<file path="src/mis_pkg.sv">
// Package for the microcoded instruction sequencer: constants, states and carriers
package mis_pkg;

  // Microprogram locations
  localparam logic [8:0] MIS_RESTART_LOC = 9'h000;
  localparam logic [8:0] MIS_INIT_LOC = 9'h180;
  localparam logic [8:0] MIS_INIT_END_LOC = 9'h185;
  localparam int MIS_MAP_SPAN = 256;

  // Address increments for the prefetch pipeline
  localparam logic [15:0] MIS_STEP2 = 16'h0002;
  localparam logic [15:0] MIS_STEP4 = 16'h0004;
  localparam logic [15:0] MIS_STEP6 = 16'h0006;

  // Reset values for address-unit registers four and five
  localparam logic [15:0] MIS_AU_R4_INIT = 16'h0002;
  localparam logic [15:0] MIS_AU_R5_INIT = 16'h0004;

  // Loop counter stop value (minus one)
  localparam logic [11:0] MIS_CTR_STOP = 12'hFFF;

  // Opcode classes (upper bits of the fetched instruction word)
  localparam logic [3:0] MIS_OP_RR = 4'h1;
  localparam logic [3:0] MIS_OP_RX = 4'h2;
  localparam logic [3:0] MIS_OP_IMM = 4'h3;
  localparam logic [3:0] MIS_OP_BR = 4'h4;
  localparam logic [3:0] MIS_OP_BC = 4'h5;
  localparam logic [3:0] MIS_OP_BAL = 4'h6;
  localparam logic [3:0] MIS_OP_SHF = 4'h7;
  localparam logic [3:0] MIS_OP_IN = 4'h8;
  localparam logic [3:0] MIS_OP_OUT = 4'h9;

  // Sequencer states, one-hot
  typedef enum logic [22:0] {
    MIS_S_RESTART = 23'h000001,
    MIS_S_INIT = 23'h000002,
    MIS_S_START = 23'h000004,
    MIS_S_SECOND_STARTUP_STEP = 23'h000008,
    MIS_S_THIRD_STARTUP_STEP = 23'h000010,
    MIS_S_DECODE = 23'h000020,
    MIS_S_RX_ADDR = 23'h000040,
    MIS_S_OPERAND_FETCH_SUBROUTINE = 23'h000080,
    MIS_S_RX_EXEC = 23'h000100,
    MIS_S_BR1 = 23'h000200,
    MIS_S_BR2 = 23'h000400,
    MIS_S_BAL2 = 23'h000800,
    MIS_S_BC1 = 23'h001000,
    MIS_S_SHF2 = 23'h002000,
    MIS_S_SHF3 = 23'h004000,
    MIS_S_IN2 = 23'h008000,
    MIS_S_IN3 = 23'h010000,
    MIS_S_IN4 = 23'h020000,
    MIS_S_OUT3 = 23'h040000,
    MIS_S_OUT4 = 23'h080000,
    MIS_S_SHF1 = 23'h100000,
    MIS_S_IN1 = 23'h200000,
    MIS_S_OUT1 = 23'h400000
  } mis_state_t;

  // Port strobe group toward I/O peripherals
  typedef struct packed {
    logic port_read;
    logic port_write;
    logic periph_reset;
  } mis_strobe_t;

  // Bus request group toward memory
  typedef struct packed {
    logic bus_request;
    logic [15:0] address;
  } mis_bus_t;

endpackage

</file>
<file path="src/mis_sequencer.sv">
// Microcoded instruction sequencer: prefetch pipeline, instruction flows, restart
`timescale 1ns/1ps
module mis_sequencer
  import mis_pkg::*;
(
  input wire logic clock, // 200 MHz microcycle clock
  input wire logic arst_n, // Asynchronous reset, active low
  input wire logic [15:0] read_data, // Memory or port read data
  input wire logic cond_pass, // Condition test result
  input wire logic [15:0] branch_index_register, // Branch index value
  input wire logic [15:0] port_index_register, // Port index value
  input wire logic [15:0] operand_data, // Operand from memory for indexed ops
  input wire logic [11:0] port_pulse_count, // Port strobe width count N
  output mis_bus_t bus, // Bus request and address
  output mis_strobe_t strobes, // Port strobes and peripheral reset
  output logic [15:0] data_out, // Data output register
  output logic [15:0] program_counter, // Program counter
  output logic [15:0] first_operand_register, // First operand register
  output logic [15:0] low_prefetch_register, // Low prefetch register
  output logic [15:0] second_prefetch_register, // Second prefetch / instruction
  output logic [8:0] micro_address, // Current microprogram location
  output logic exec_pulse // One cycle per executed macroinstruction, except a conditional branch whose test fails
);

  mis_state_t state;
  mis_state_t next_state;
  logic [11:0] loop_counter;
  logic [15:0] transfer_register;
  logic [15:0] stack_pointer;
  logic [15:0] alu_r0;
  logic [15:0] au_r4;
  logic [15:0] au_r5;
  logic [2:0] init_step;
  logic [1:0] fill_count;

  // Decode and address formation
  wire [3:0] opcode = second_prefetch_register[15:12];
  wire [15:0] branch_target = low_prefetch_register + branch_index_register;
  wire [15:0] port_address = low_prefetch_register + port_index_register;
  wire [15:0] pc_plus2 = program_counter + MIS_STEP2;
  wire [15:0] pc_plus6 = program_counter + MIS_STEP6;
  wire [15:0] xfer_plus2 = transfer_register + MIS_STEP2;
  wire ctr_expired = (loop_counter == MIS_CTR_STOP);
  // Shift loop leaves on the pass that takes the counter to minus one, so the
  // body runs count+1 times; an all-ones count is caught too so it cannot hang
  wire ctr_last = (loop_counter == 12'h000) || ctr_expired;
  wire pipe_full = (fill_count == 2'd3);
  // Six init steps, 0 to 5; the last one releases the peripheral reset
  wire init_done = (init_step == 3'd5);
  // Step shown on the location output is the one the next cycle executes
  wire [2:0] next_init_step = (state == MIS_S_INIT) ? init_step + 3'd1 : 3'd0;

  // Next-state selection; mapping only reaches the low microprogram area
  always_comb begin
    next_state = state;
    case (state)
      MIS_S_RESTART: next_state = MIS_S_INIT;
      MIS_S_INIT: next_state = init_done ? MIS_S_START : MIS_S_INIT;
      MIS_S_START: next_state = MIS_S_SECOND_STARTUP_STEP;
      MIS_S_SECOND_STARTUP_STEP: next_state = MIS_S_THIRD_STARTUP_STEP;
      MIS_S_THIRD_STARTUP_STEP: next_state = MIS_S_DECODE;
      MIS_S_DECODE: begin
        case (opcode)
          MIS_OP_RX: next_state = MIS_S_RX_ADDR;
          MIS_OP_IMM: next_state = MIS_S_THIRD_STARTUP_STEP;
          MIS_OP_BR: next_state = MIS_S_BR1;
          MIS_OP_BAL: next_state = MIS_S_BR1;
          MIS_OP_BC: next_state = MIS_S_BC1;
          MIS_OP_SHF: next_state = MIS_S_SHF1;
          MIS_OP_IN: next_state = MIS_S_IN1;
          MIS_OP_OUT: next_state = MIS_S_OUT1;
          default: next_state = MIS_S_DECODE;
        endcase
      end
      MIS_S_RX_ADDR: next_state = MIS_S_OPERAND_FETCH_SUBROUTINE;
      MIS_S_OPERAND_FETCH_SUBROUTINE: next_state = MIS_S_RX_EXEC;
      MIS_S_RX_EXEC: next_state = MIS_S_DECODE;
      MIS_S_BC1: next_state = cond_pass ? MIS_S_BR1 : MIS_S_THIRD_STARTUP_STEP;
      MIS_S_BR1: next_state = (opcode == MIS_OP_BAL) ? MIS_S_BAL2 : MIS_S_BR2;
      MIS_S_BAL2: next_state = MIS_S_BR2;
      MIS_S_BR2: next_state = MIS_S_THIRD_STARTUP_STEP;
      MIS_S_SHF1: next_state = MIS_S_SHF2;
      MIS_S_SHF2: next_state = ctr_last ? MIS_S_SHF3 : MIS_S_SHF2;
      MIS_S_SHF3: next_state = MIS_S_DECODE;
      MIS_S_IN1: next_state = MIS_S_IN2;
      MIS_S_IN2: next_state = ctr_expired ? MIS_S_IN3 : MIS_S_IN2;
      MIS_S_IN3: next_state = MIS_S_IN4;
      MIS_S_IN4: next_state = MIS_S_SECOND_STARTUP_STEP;
      MIS_S_OUT1: next_state = MIS_S_OUT3;
      MIS_S_OUT3: next_state = ctr_expired ? MIS_S_OUT4 : MIS_S_OUT3;
      MIS_S_OUT4: next_state = MIS_S_START;
      default: next_state = MIS_S_RESTART;
    endcase
  end

  // State and microprogram location
  always_ff @(posedge clock or negedge arst_n) begin
    if (!arst_n) begin
      state <= MIS_S_RESTART;
      micro_address <= MIS_RESTART_LOC;
    end else begin
      state <= next_state;
      if (next_state == MIS_S_INIT) begin
        micro_address <= MIS_INIT_LOC + {6'h00, next_init_step};
      end else begin
        micro_address <= MIS_RESTART_LOC;
      end
    end
  end

  // Initialization sequence: one action per step, reset released last
  always_ff @(posedge clock or negedge arst_n) begin
    if (!arst_n) begin
      init_step <= 3'd0;
      alu_r0 <= 16'hFFFF;
      stack_pointer <= 16'hFFFF;
      au_r4 <= 16'h0000;
      au_r5 <= 16'h0000;
    end else if (state == MIS_S_RESTART) begin
      init_step <= 3'd0;
    end else if (state == MIS_S_INIT) begin
      init_step <= init_step + 3'd1;
      case (init_step)
        3'd0: alu_r0 <= 16'h0000;
        3'd2: stack_pointer <= 16'h0000;
        3'd3: au_r4 <= MIS_AU_R4_INIT;
        3'd4: au_r5 <= MIS_AU_R5_INIT;
        default: ;
      endcase
    end
  end

  // Loop counter: loaded by first shift or port step, counts down to minus one
  always_ff @(posedge clock or negedge arst_n) begin
    if (!arst_n) begin
      loop_counter <= MIS_CTR_STOP;
    end else if (state == MIS_S_SHF1) begin
      loop_counter <= second_prefetch_register[11:0];
    end else if (state == MIS_S_IN1 || state == MIS_S_OUT1) begin
      loop_counter <= port_pulse_count;
    end else if (!ctr_expired) begin
      loop_counter <= loop_counter - 12'd1;
    end
  end

  // Pipeline fill tracking; the fourth startup microinstruction sees it full
  always_ff @(posedge clock or negedge arst_n) begin
    if (!arst_n) begin
      fill_count <= 2'd0;
    end else if (state == MIS_S_START) begin
      fill_count <= 2'd1;
    end else if ((state == MIS_S_SECOND_STARTUP_STEP || state == MIS_S_THIRD_STARTUP_STEP) && !pipe_full) begin
      fill_count <= fill_count + 2'd1;
    end
  end

  // Bus request and address: memory pipeline or held port address
  always_ff @(posedge clock or negedge arst_n) begin
    if (!arst_n) begin
      bus <= '0;
    end else begin
      bus.bus_request <= (state != MIS_S_INIT) && (state != MIS_S_RESTART);
      case (state)
        MIS_S_BR1: bus.address <= branch_target;
        MIS_S_BR2: bus.address <= xfer_plus2;
        MIS_S_IN1: bus.address <= port_address;
        MIS_S_OUT1: bus.address <= port_address;
        MIS_S_IN2, MIS_S_IN3, MIS_S_OUT3: bus.address <= bus.address;
        MIS_S_DECODE, MIS_S_RX_EXEC, MIS_S_SHF3: bus.address <= pc_plus6;
        default: bus.address <= program_counter;
      endcase
    end
  end

  // Port strobes and peripheral reset, all in one process so the output
  // struct has a single driver; read and write last N+2 cycles each
  always_ff @(posedge clock or negedge arst_n) begin
    if (!arst_n) begin
      strobes.port_read <= 1'b0;
      strobes.port_write <= 1'b0;
      strobes.periph_reset <= 1'b0;
    end else begin
      if (state == MIS_S_RESTART) begin
        strobes.periph_reset <= 1'b1;
      end else if (state == MIS_S_INIT && init_done) begin
        strobes.periph_reset <= 1'b0; // Last init step
      end
      if (state == MIS_S_IN1) begin
        strobes.port_read <= 1'b1;
      end else if (state == MIS_S_IN2 && ctr_expired) begin
        strobes.port_read <= 1'b0;
      end
      if (state == MIS_S_OUT1) begin
        strobes.port_write <= 1'b1;
      end else if (state == MIS_S_OUT3 && ctr_expired) begin
        strobes.port_write <= 1'b0; // Peripheral latches here
      end
    end
  end

  // Datapath registers: PC, prefetch, transfer, operand and data out
  always_ff @(posedge clock or negedge arst_n) begin
    if (!arst_n) begin
      program_counter <= 16'h0000;
      low_prefetch_register <= 16'h0000;
      second_prefetch_register <= 16'h0000;
      transfer_register <= 16'h0000;
      first_operand_register <= 16'h0000;
      data_out <= 16'h0000;
      exec_pulse <= 1'b0;
    end else begin
      exec_pulse <= 1'b0;
      case (state)
        MIS_S_INIT: if (init_step == 3'd1) program_counter <= 16'h0000;
        MIS_S_START, MIS_S_SECOND_STARTUP_STEP, MIS_S_THIRD_STARTUP_STEP: begin
          second_prefetch_register <= low_prefetch_register;
          low_prefetch_register <= read_data;
          program_counter <= pc_plus2;
        end
        MIS_S_DECODE: if (opcode == MIS_OP_RR || opcode == MIS_OP_IMM) begin
          second_prefetch_register <= low_prefetch_register; // PC+2
          low_prefetch_register <= read_data; // PC+4
          program_counter <= pc_plus2;
          exec_pulse <= 1'b1;
        end
        MIS_S_RX_EXEC: begin
          first_operand_register <= operand_data;
          exec_pulse <= 1'b1;
        end
        MIS_S_BR1: transfer_register <= branch_target;
        MIS_S_BAL2: first_operand_register <= program_counter;
        MIS_S_BR2: begin
          program_counter <= xfer_plus2;
          low_prefetch_register <= read_data;
          exec_pulse <= 1'b1;
        end
        MIS_S_BC1: low_prefetch_register <= read_data;
        MIS_S_SHF1: second_prefetch_register <= low_prefetch_register;
        MIS_S_SHF3: begin
          low_prefetch_register <= read_data;
          exec_pulse <= 1'b1;
        end
        // Port data is only valid while the strobe is up: take it on the
        // edge that drops the strobe, not a cycle later
        MIS_S_IN2: if (ctr_expired) low_prefetch_register <= read_data;
        MIS_S_IN4: begin
          first_operand_register <= low_prefetch_register;
          exec_pulse <= 1'b1;
        end
        MIS_S_OUT1: data_out <= first_operand_register;
        MIS_S_OUT4: exec_pulse <= 1'b1;
        default: ;
      endcase
    end
  end

endmodule

</file>
<file path="config.mk">
export PLATFORM = sky130hd
export DESIGN_NAME = mis_sequencer
export DESIGN_NICKNAME = d
export VERILOG_FILES = /design/src/mis_pkg.sv /design/src/mis_sequencer.sv
export SDC_FILE = /design/constraint.sdc
export NUM_CORES = 1
export LEC_CHECK = 0
export ABC_AREA = 1
export BUFFER_PORTS_ARGS = -buffer_cell sky130_fd_sc_hd__buf_2
export CAP_MARGIN = 20
export CORE_UTILIZATION = 60
export DETAILED_ROUTE_END_ITERATION = 8
export MAX_ROUTING_LAYER = met4
export PLACE_DENSITY = 0.85
export SETUP_SLACK_MARGIN = 0.1
export SLEW_MARGIN = 0
export SYNTH_ARGS = -nofsm -noshare
export SYNTH_HDL_FRONTEND = slang
export SYNTH_SLANG_ARGS = --single-unit
</file>
<file path="constraint.sdc">
create_clock -name clock -period 5.6 [get_ports clock]
set_input_delay 0.56 -clock clock [delete_from_list [all_inputs] [get_ports clock]]
set_output_delay 0.56 -clock clock [all_outputs]
set_load 0.01 [all_outputs]
</file>
==> metrics, run 1 <==
routed wl met3 2.32 mm; Critical Path RT slightly below 6 ns; CP Class flop to flop; Post-Route Skew 0.00967 ns; Initial Util around 61%; Post-synth ARST share 100%; cell area power density 207 nW/µm²; clk root buf clkbuf_16; Post-synth EDFFs 0; number of remaining DRC errors 0; via count 11110; final count of pins violating max slew 0; failing checks negative hold slack; slew margin rel. 23.9%; RR Startpoint state[0]; max layer used met4; H-Tree Depth 4; final wirelength around 34 mm; Layout Nets between 1500 and 2000; critical path launch point type flop; fin area ~12000 µm²; Avg Cell Area, Syn 7.03 µm²; commonest non-fill, non-tap cell in the layout nand2_1; fill cell count 1551; port buffer count approximately 180; Post-synth top flop dfrtp_1; Max-Cap Viols 0; final hold violation count 18; CTS clk-pin slew, worst paths ~0.070 ns; Syn. warnings 0; Routability Congestion 1.02; Final period util 50.1%; register area share after synthesis 36.5%; maximum clock rate 356 MHz; Seq cells post-synth approximately 160; Worst-Skew Late Latency 0.44 ns; ANT nets after route 0; CORE AREA between 15000 and 20000 µm²; worst vdd ir 0.222 mV; final setup fails 0; DR WL/cell 17.1 µm; met1 wire length ~14 mm; Setup WS post-layout 2.79 ns; crit end category flop; Diodes inserted 0; die height 137 µm; clock sink count approximately 160; Post-Synthesis Cells 1557; post-CTS setup buffers 0; setup tns final 0 ns; synthesis-to-layout area growth 14.1%; WP data arrival 3.18 ns; die area 18800 µm²; buffer depth of the longest clock path 2; unrepaired setup endpoints after global routing no; TritonCTS clock tree done; Worst Hold Class primary input to asynchronous set/reset pin; P_leak 7.16 nW; post-cts resize count 0; Cell Area, Synth approximately 11000 µm²; pre-CTS setup slack 2.86 ns; grt total ovfl 0; library cells used by synthesis 53; critical path peak fanout 29; Pre-Repair DR Iteration Count 6; Worst setup startpoint state[0]; vias per cell ~5.6; hold slack -0.0146 ns; TritonCTS Buffers 17; commonest non-fill, non-tap cells in the layout nand2_1 (532), inv_1 (196), buf_2 (183); layout cells sized above 1 18.6%; Slew @ Worst Pin 1.14 ns; vias in the first global route between 10000 and 15000; initial antenna violation count 0; number of I/O pins 189; routed length on met2 15.8 mm; die width between 100 and 150 µm; DP HPWL between 20 and 30 mm; Final min period roughly 2.8 ns; DR iter-0 viols 996; Post-Place Cell Area 11900 µm²; FP Rows between 40 and 50; status complete, but fails checks; largest net degree at the start of global routing roughly 110; global-route wire length before repair between 50 and 60 mm; GRT Util Overall 38.0%; hold buffer count at cts 0
area by class of cell:
class                      instances  area, µm²  area share [%]
clock buffer                      17        425            3.40
clock inverter                    15        151            1.21
inverter                         209        785            6.28
multi-input combinational       1152       5880            47.0
sequential                       159       4000            32.0
tap                              229        287            2.29
timing repair buffer             188        975            7.80
cells by family (layout without fill, tap and decap cells):
family                     count (synthesis)  in the layout  share of synthesized area (%)
muxes                                     16             16                           1.65
AOI/OAI and AO/OA                        168            168                           8.89
and+or+nand+nor                          887            887                           35.4
DFF                                      159            159                           36.5
buffers and inverters                    249            429                           9.93
xor gates and xnor gates                  38             38                           3.04
other                                      1              4                         0.0342
adders and majority gates                 39             39                           4.59
layer usage:
layer	vias to the layer above	global-route usage (%)
li1	5297	-
met1	5192	46.7
met2	506	59.8
met3	115	5.63
met4	0	21.6
met5	-	-
state kept, by name (all words and copies together) (netlist names), 3 cells and up:
register	flops
bus	17
data_out	16
first_operand_register	16
init_step	3
loop_counter	12
low_prefetch_register	16
micro_address	4
program_counter	16
second_prefetch_register	16
state	23
strobes	3
transfer_register	16
worst paths after layout:
kind | to | slack [ns] | cells after the start
max in group asynchronous | first_operand_register[8] | 4.30 | 3
min in group clock | low_prefetch_register[10] | 0.35 | 3
worst min register to register | bus[7] | 0.48 | 2
worst min-delay path | second_prefetch_register[4] | -0.01 | 1
worst max-delay path | bus[1] | 2.79 | 12
worst max register to register | bus[1] | 2.79 | 12
Yosys cell counts (all sizes together) (2+ instances only):
master / number / area, µm²
a21oi: 38 / 194
a22oi: 4 / 30.0
a31oi: 3 / 18.8
and2: 4 / 25.0
buf: 33 / 277
clkbuf: 7 / 26.3
dfrtp: 146 / 3650
dfstp: 13 / 342
fa: 2 / 40.0
ha: 37 / 463
inv: 209 / 785
mux2: 16 / 180
nand2: 545 / 2110
nand3: 131 / 733
nand3b: 3 / 22.5
nand4: 23 / 144
nor2: 137 / 584
nor3: 30 / 166
nor3b: 3 / 22.5
nor4: 2 / 12.5
o211ai: 4 / 30.0
o21ai: 95 / 528
o221ai: 2 / 17.5
o22ai: 15 / 93.8
o31ai: 2 / 15.0
or2: 9 / 56.3
xnor2: 8 / 70.1
xor2: 30 / 263
power breakdown:
part | leakage (nW) | internal, mW | switching [mW]
sequential | 1.87 | 1.15 | 0.0176
clock | 0.270 | 0.591 | 0.554
combinational | 5.02 | 0.0988 | 0.175
total | 7.16 | 1.84 | 0.746
worst max-delay path, stage by stage (launching register included):
cell	delay, ns
dfstp_2	0.53
nor2_1	0.06
nand2_2	0.11
nor2_4	0.10
nand3_4	0.27
nand2_4	0.28
inv_2	0.38
nand3_1	0.14
nor2_1	0.48
nand2_1	0.11
nand3_1	0.10
nand2_1	0.05
nand2_1	0.09
stage by stage:
stage	total power, mW	instances	util, %	hold slack [ns]
2_1_floorplan	1.35	1560	-	0.264
3_3_place_gp	1.46	1935	66.4	0.462
3_5_place_dp	1.46	1935	66.4	0.460
4_1_cts	2.59	1967	69.6	0.301
5_1_grt	2.68	1969	69.8	0.00104
6_report	2.59	1969	69.8	-0.0146
Note: power is estimated with default switching activity, not from simulation.
==> run 2: changes to the inputs <==
Settings changed: ABC_AREA 1 to 0, CORE_UTILIZATION 60 to 57, PLACE_DENSITY 0.85 to 0.82.
Clock period 5.6 ns to 2.72 ns, I/O delays scaled along.
==> run 2 against run 1 <==
Wire length fell by 3.2%; sequential cell count stayed put; die area shrank 4.6%; the run now ends clean; hold slack better by 0.068 ns; largest power group is now combinational cells; largest cell class unchanged.
==> metrics, run 2 <==
number of I/O pins 189 (unchanged); Post-Synthesis Cells 1072 (was 1557); Syn. warnings 0 (unchanged); Post-synth EDFFs 0 (unchanged); Routability Congestion 0.955 (was 1.02); library cells used by synthesis 81 (was 53); post-placement cell count 1511 (was 1935); P_int 5.64 mW (was 1.84 mW); Switch Pwr 3.47 mW (was 0.746 mW); min-delay src port_pulse_count[0]; synthesis-to-layout area growth 28.7% (was 14.1%); Setup WS post-layout 0.0114 ns (was 2.79 ns); slowest CP cell a2111oi_1 (was dfstp_2); initial antenna violation count 1 (was 0); final hold violation count 0 (was 18); sw frac 38.1% (was 28.8%); CP Class flop to flop (unchanged); Biggest register state (unchanged); CORE AREA 16800 µm² (was 17900 µm²); most common cell in the netlist dfrtp_1 (was nand2_1); status finished, final reports clean (was complete, but fails checks); CP bufs+invs 3 (was 1); Synth Area in XOR/XNOR 4.51% (was 3.04%); Compound-Gate Fraction of Synth Area 18.7% (was 8.89%); simple-gate share of the synthesized area 21.9% (was 35.4%); Initial Util 59.1% (was 61.2%); FP Rows 47 (was 49); Largest regs state x23, bus x17 (unchanged); cell area power density 714 nW/µm² (was 207 nW/µm²); WP data arrival 3.08 ns (was 3.18 ns); Pre-Repair DR Iteration Count 7 (was 6); commonest non-fill, non-tap cells in the layout buf_2 (184), dfrtp_1 (144), nand2_1 (119) (was nand2_1 (532), inv_1 (196), buf_2 (183)); final setup fails 0 (unchanged); mux cell area share after synthesis 6.36% (was 1.65%); ANT nets after route 0 (unchanged); final wirelength 32.7 mm (was 33.8 mm); Adder-Cell Fraction of Synth Area 5.07% (was 4.59%); Worst-Skew Late Latency 0.44 ns (about the same); Finished Layout Cells 1571 (was 1969); Final min period 2.71 ns (was 2.81 ns); DR WL/cell 20.8 µm (was 17.1 µm); Reg power frac 35.1% (was 45.2%); Largest register FFs 23 (unchanged); Clock Power Share 27.3% (was 44.2%); clk root buf clkbuf_16 (unchanged); hold slack 0.0536 ns (was -0.0146 ns); critical-path cell list nor4_4 -> nand4_1 -> buf_6 -> buf_4 -> nor3_1 -> a31oi_1 -> o2111ai_1 -> a2111oi_1 -> buf_4 -> and4_1 (was nor2_1 -> nand2_2 -> nor2_4 -> nand3_4 -> nand2_4 -> inv_2 -> nand3_1 -> nor2_1 -> nand2_1 -> nand3_1 -> nand2_1 -> nand2_1); GRT Util Overall 36.2% (was 38.0%); CTS clk-pin slew, worst paths 0.07 ns (about the same); number of remaining DRC errors 0 (unchanged); Final period util 99.6% (was 50.1%); DP HPWL 23.3 mm (was 25.9 mm); Seq cells post-synth 159 (unchanged); P_leak 5.93 nW (was 7.16 nW); die width 134 µm (was 137 µm); share of the synthesized area in the top cell type 36.9% (was 33.4%); Slew @ Worst Pin 0.654 ns (was 1.14 ns); via count 9889 (was 11110); vias per cell 6.29 (was 5.64); largest family of logic cells by synthesized area simple AND/OR/NAND/NOR gates (unchanged); Cell Area, Synth 9910 µm² (was 11000 µm²); TritonCTS clock tree done (unchanged); unrepaired setup endpoints after global routing yes (was no); slew margin rel. 56.3% (was 23.9%); Post-Place Cell Area 11600 µm² (was 11900 µm²); port buffer count 184 (unchanged); delay-heaviest family, CP compound AO/OA/AOI/OAI gates (was simple AND/OR/NAND/NOR gates); H-Tree Depth 4 (unchanged); RR Startpoint state[0] (unchanged); largest net degree at the start of global routing 61 (was 111); Worst setup startpoint state[0] (unchanged); Worst Hold Class primary input to flop (was primary input to asynchronous set/reset pin); Post-synth top flop dfrtp_1 (unchanged); Max stage delay on crit path 0.65 ns (was 0.53 ns); maximum clock rate 369 MHz (was 356 MHz); commonest non-fill, non-tap cell in the layout buf_2 (was nand2_1); grt total ovfl 0 (unchanged); fin area 12800 µm² (was 12500 µm²); most used cell, CP buf_4 (was nand2_1); combinational group share of total power 37.6% (was 10.6%); setup tns final 0 ns (unchanged); global-route wire length before repair 48.4 mm (was 52.1 mm); Max-Cap Viols 0 (unchanged); die area 17900 µm² (was 18800 µm²); register area share after synthesis 40.3% (was 36.5%); Post-synth ARST share 100% (unchanged); worst vdd ir 0.523 mV (was 0.222 mV); crit end category flop (unchanged); pre-CTS setup slack -0.00263 ns (was 2.86 ns); Commonest cells post-synth dfrtp_1 (146), nand2_1 (122), nor2_1 (98), o21ai_0 (76), a21oi_1 (73) (was nand2_1 (532), inv_1 (196), dfrtp_1 (146), nor2_1 (124), nand3_1 (120)); clock sink count 159 (unchanged); DR iter-0 viols 1127 (was 996); final count of pins violating max slew 0 (unchanged); Critical Path RT 3.10 ns (was 5.97 ns); Post-Route Skew 0.00984 ns (was 0.00967 ns); buffer depth of the longest clock path 2 (unchanged); critical path peak fanout 6 (was 29); Layout Nets 1455 (was 1845); critical path launch point type flop (unchanged); layout cells sized above 1 34.6% (was 18.6%); vias in the first global route 9038 (was 10278); die height 134 µm (was 137 µm); post-synth top area cell dfrtp_1 (unchanged); Synth area leaders dfrtp_1 (37%), ha_1 (4.7%), nand2_1 (4.6%) (was dfrtp_1 (33%), nand2_1 (18%), inv_1 (6.7%)); TritonCTS Buffers 17 (unchanged); Avg Cell Area, Syn 9.25 µm² (was 7.03 µm²)
## run 2: changes by cell type in the layout (fill, tap and decap cells not counted), moves of 11 or more
| cell | previous run | this run |
|---|---|---|
| a31oi_1 | 3 | 15 |
| nand2_1 | 532 | 119 |
| nand3_1 | 120 | 38 |
| xnor2_1 | 8 | 28 |
| a21o_1 | 0 | 17 |
| mux2_2 | 16 | 34 |
| nand2b_1 | 0 | 13 |
| inv_2 | 13 | 0 |
| a21oi_1 | 37 | 65 |
| inv_1 | 196 | 20 |
| buf_4 | 2 | 86 |
| a22o_1 | 0 | 11 |
| nor2_1 | 124 | 93 |
## run 2: worst reg2reg max path, cell delays in order, from the launching register on
cell and delay [ns]:
dfstp_2 0.61, nor4_4 0.09, nand4_1 0.12, buf_6 0.13
buf_4 0.12, nor3_1 0.05, a31oi_1 0.33, o2111ai_1 0.16
a2111oi_1 0.65, buf_4 0.21, and4_1 0.16
## run 2: layout make-up
class,instances,area [µm²]
Multi-Input combinational cell,851,5970
Timing Repair Buffer,288,1840
Sequential cell,159,4000
Clock buffer,17,425
Antenna cell,1,2.50
Clock inverter,15,178
Inverter,20,75.1
Fill cell,1186,4000
Tap cell,220,275
## run 2: cells by family after synthesis
group | Yosys count
and+or+nand+nor | 416
AOI/OAI and AO/OA | 287
DFF | 159
buffers and inverters | 66
muxes | 53
xor gates and xnor gates | 51
adders and majority gates | 39
other | 1
## run 2: repair_timing
item                       CTS  global route
hold endpoints to repair    34             0
gates resized for setup      7            75
hold buffers                 1             0
pin swaps                    2            24
gates cloned                 0             3
setup endpoints to repair   59            91
setup buffers                2            21
## run 2: metal layers
| metal | vias up | GRT usage, % | share of wire, % | wire, µm |
|---|---|---|---|---|
| met5 | - | - | 0 | 0 |
| met4 | 0 | 12.8 | 3.8 | 1250 |
| met3 | 84 | 8.16 | 10 | 3290 |
| met2 | 573 | 54.9 | 46 | 14900 |
| met1 | 4758 | 47.6 | 40 | 13200 |
| li1 | 4474 | - | - | - |
## run 2: worst paths after layout
check	endpoint	slack, ns	cells past startpoint
hold / removal	loop_counter[0]	0.05	3
setup / recovery	state[0]	0.01	10
setup reg to reg	state[0]	0.01	10
min in group asynchronous	data_out[0]	0.33	2
max in group asynchronous	loop_counter[2]	1.67	3
hold reg to reg	bus[0]	0.48	1
## run 2: power by group through the flow
| stage | Combinational [mW] | Clock (mW) | Sequential [mW] |
|---|---|---|---|
| global route | 3.71 | 2.59 | 3.25 |
| finish | 3.43 | 2.49 | 3.20 |
| floorplan | 1.91 | 0 | 3.20 |
| CTS | 3.16 | 2.48 | 3.17 |
| global placement | 3.00 | 0 | 3.20 |
| detailed placement | 3.10 | 0 | 3.21 |
## run 2: per-stage QoR
| step | total power, mW | util (%) |
|---|---|---|
| 4_1_cts | 8.81 | 73.1 |
| 3_3_place_gp | 6.20 | 69.2 |
| 6_report | 9.11 | 76.1 |
| 5_1_grt | 9.55 | 76.1 |
| 2_1_floorplan | 5.11 | - |
| 3_5_place_dp | 6.31 | 69.2 |
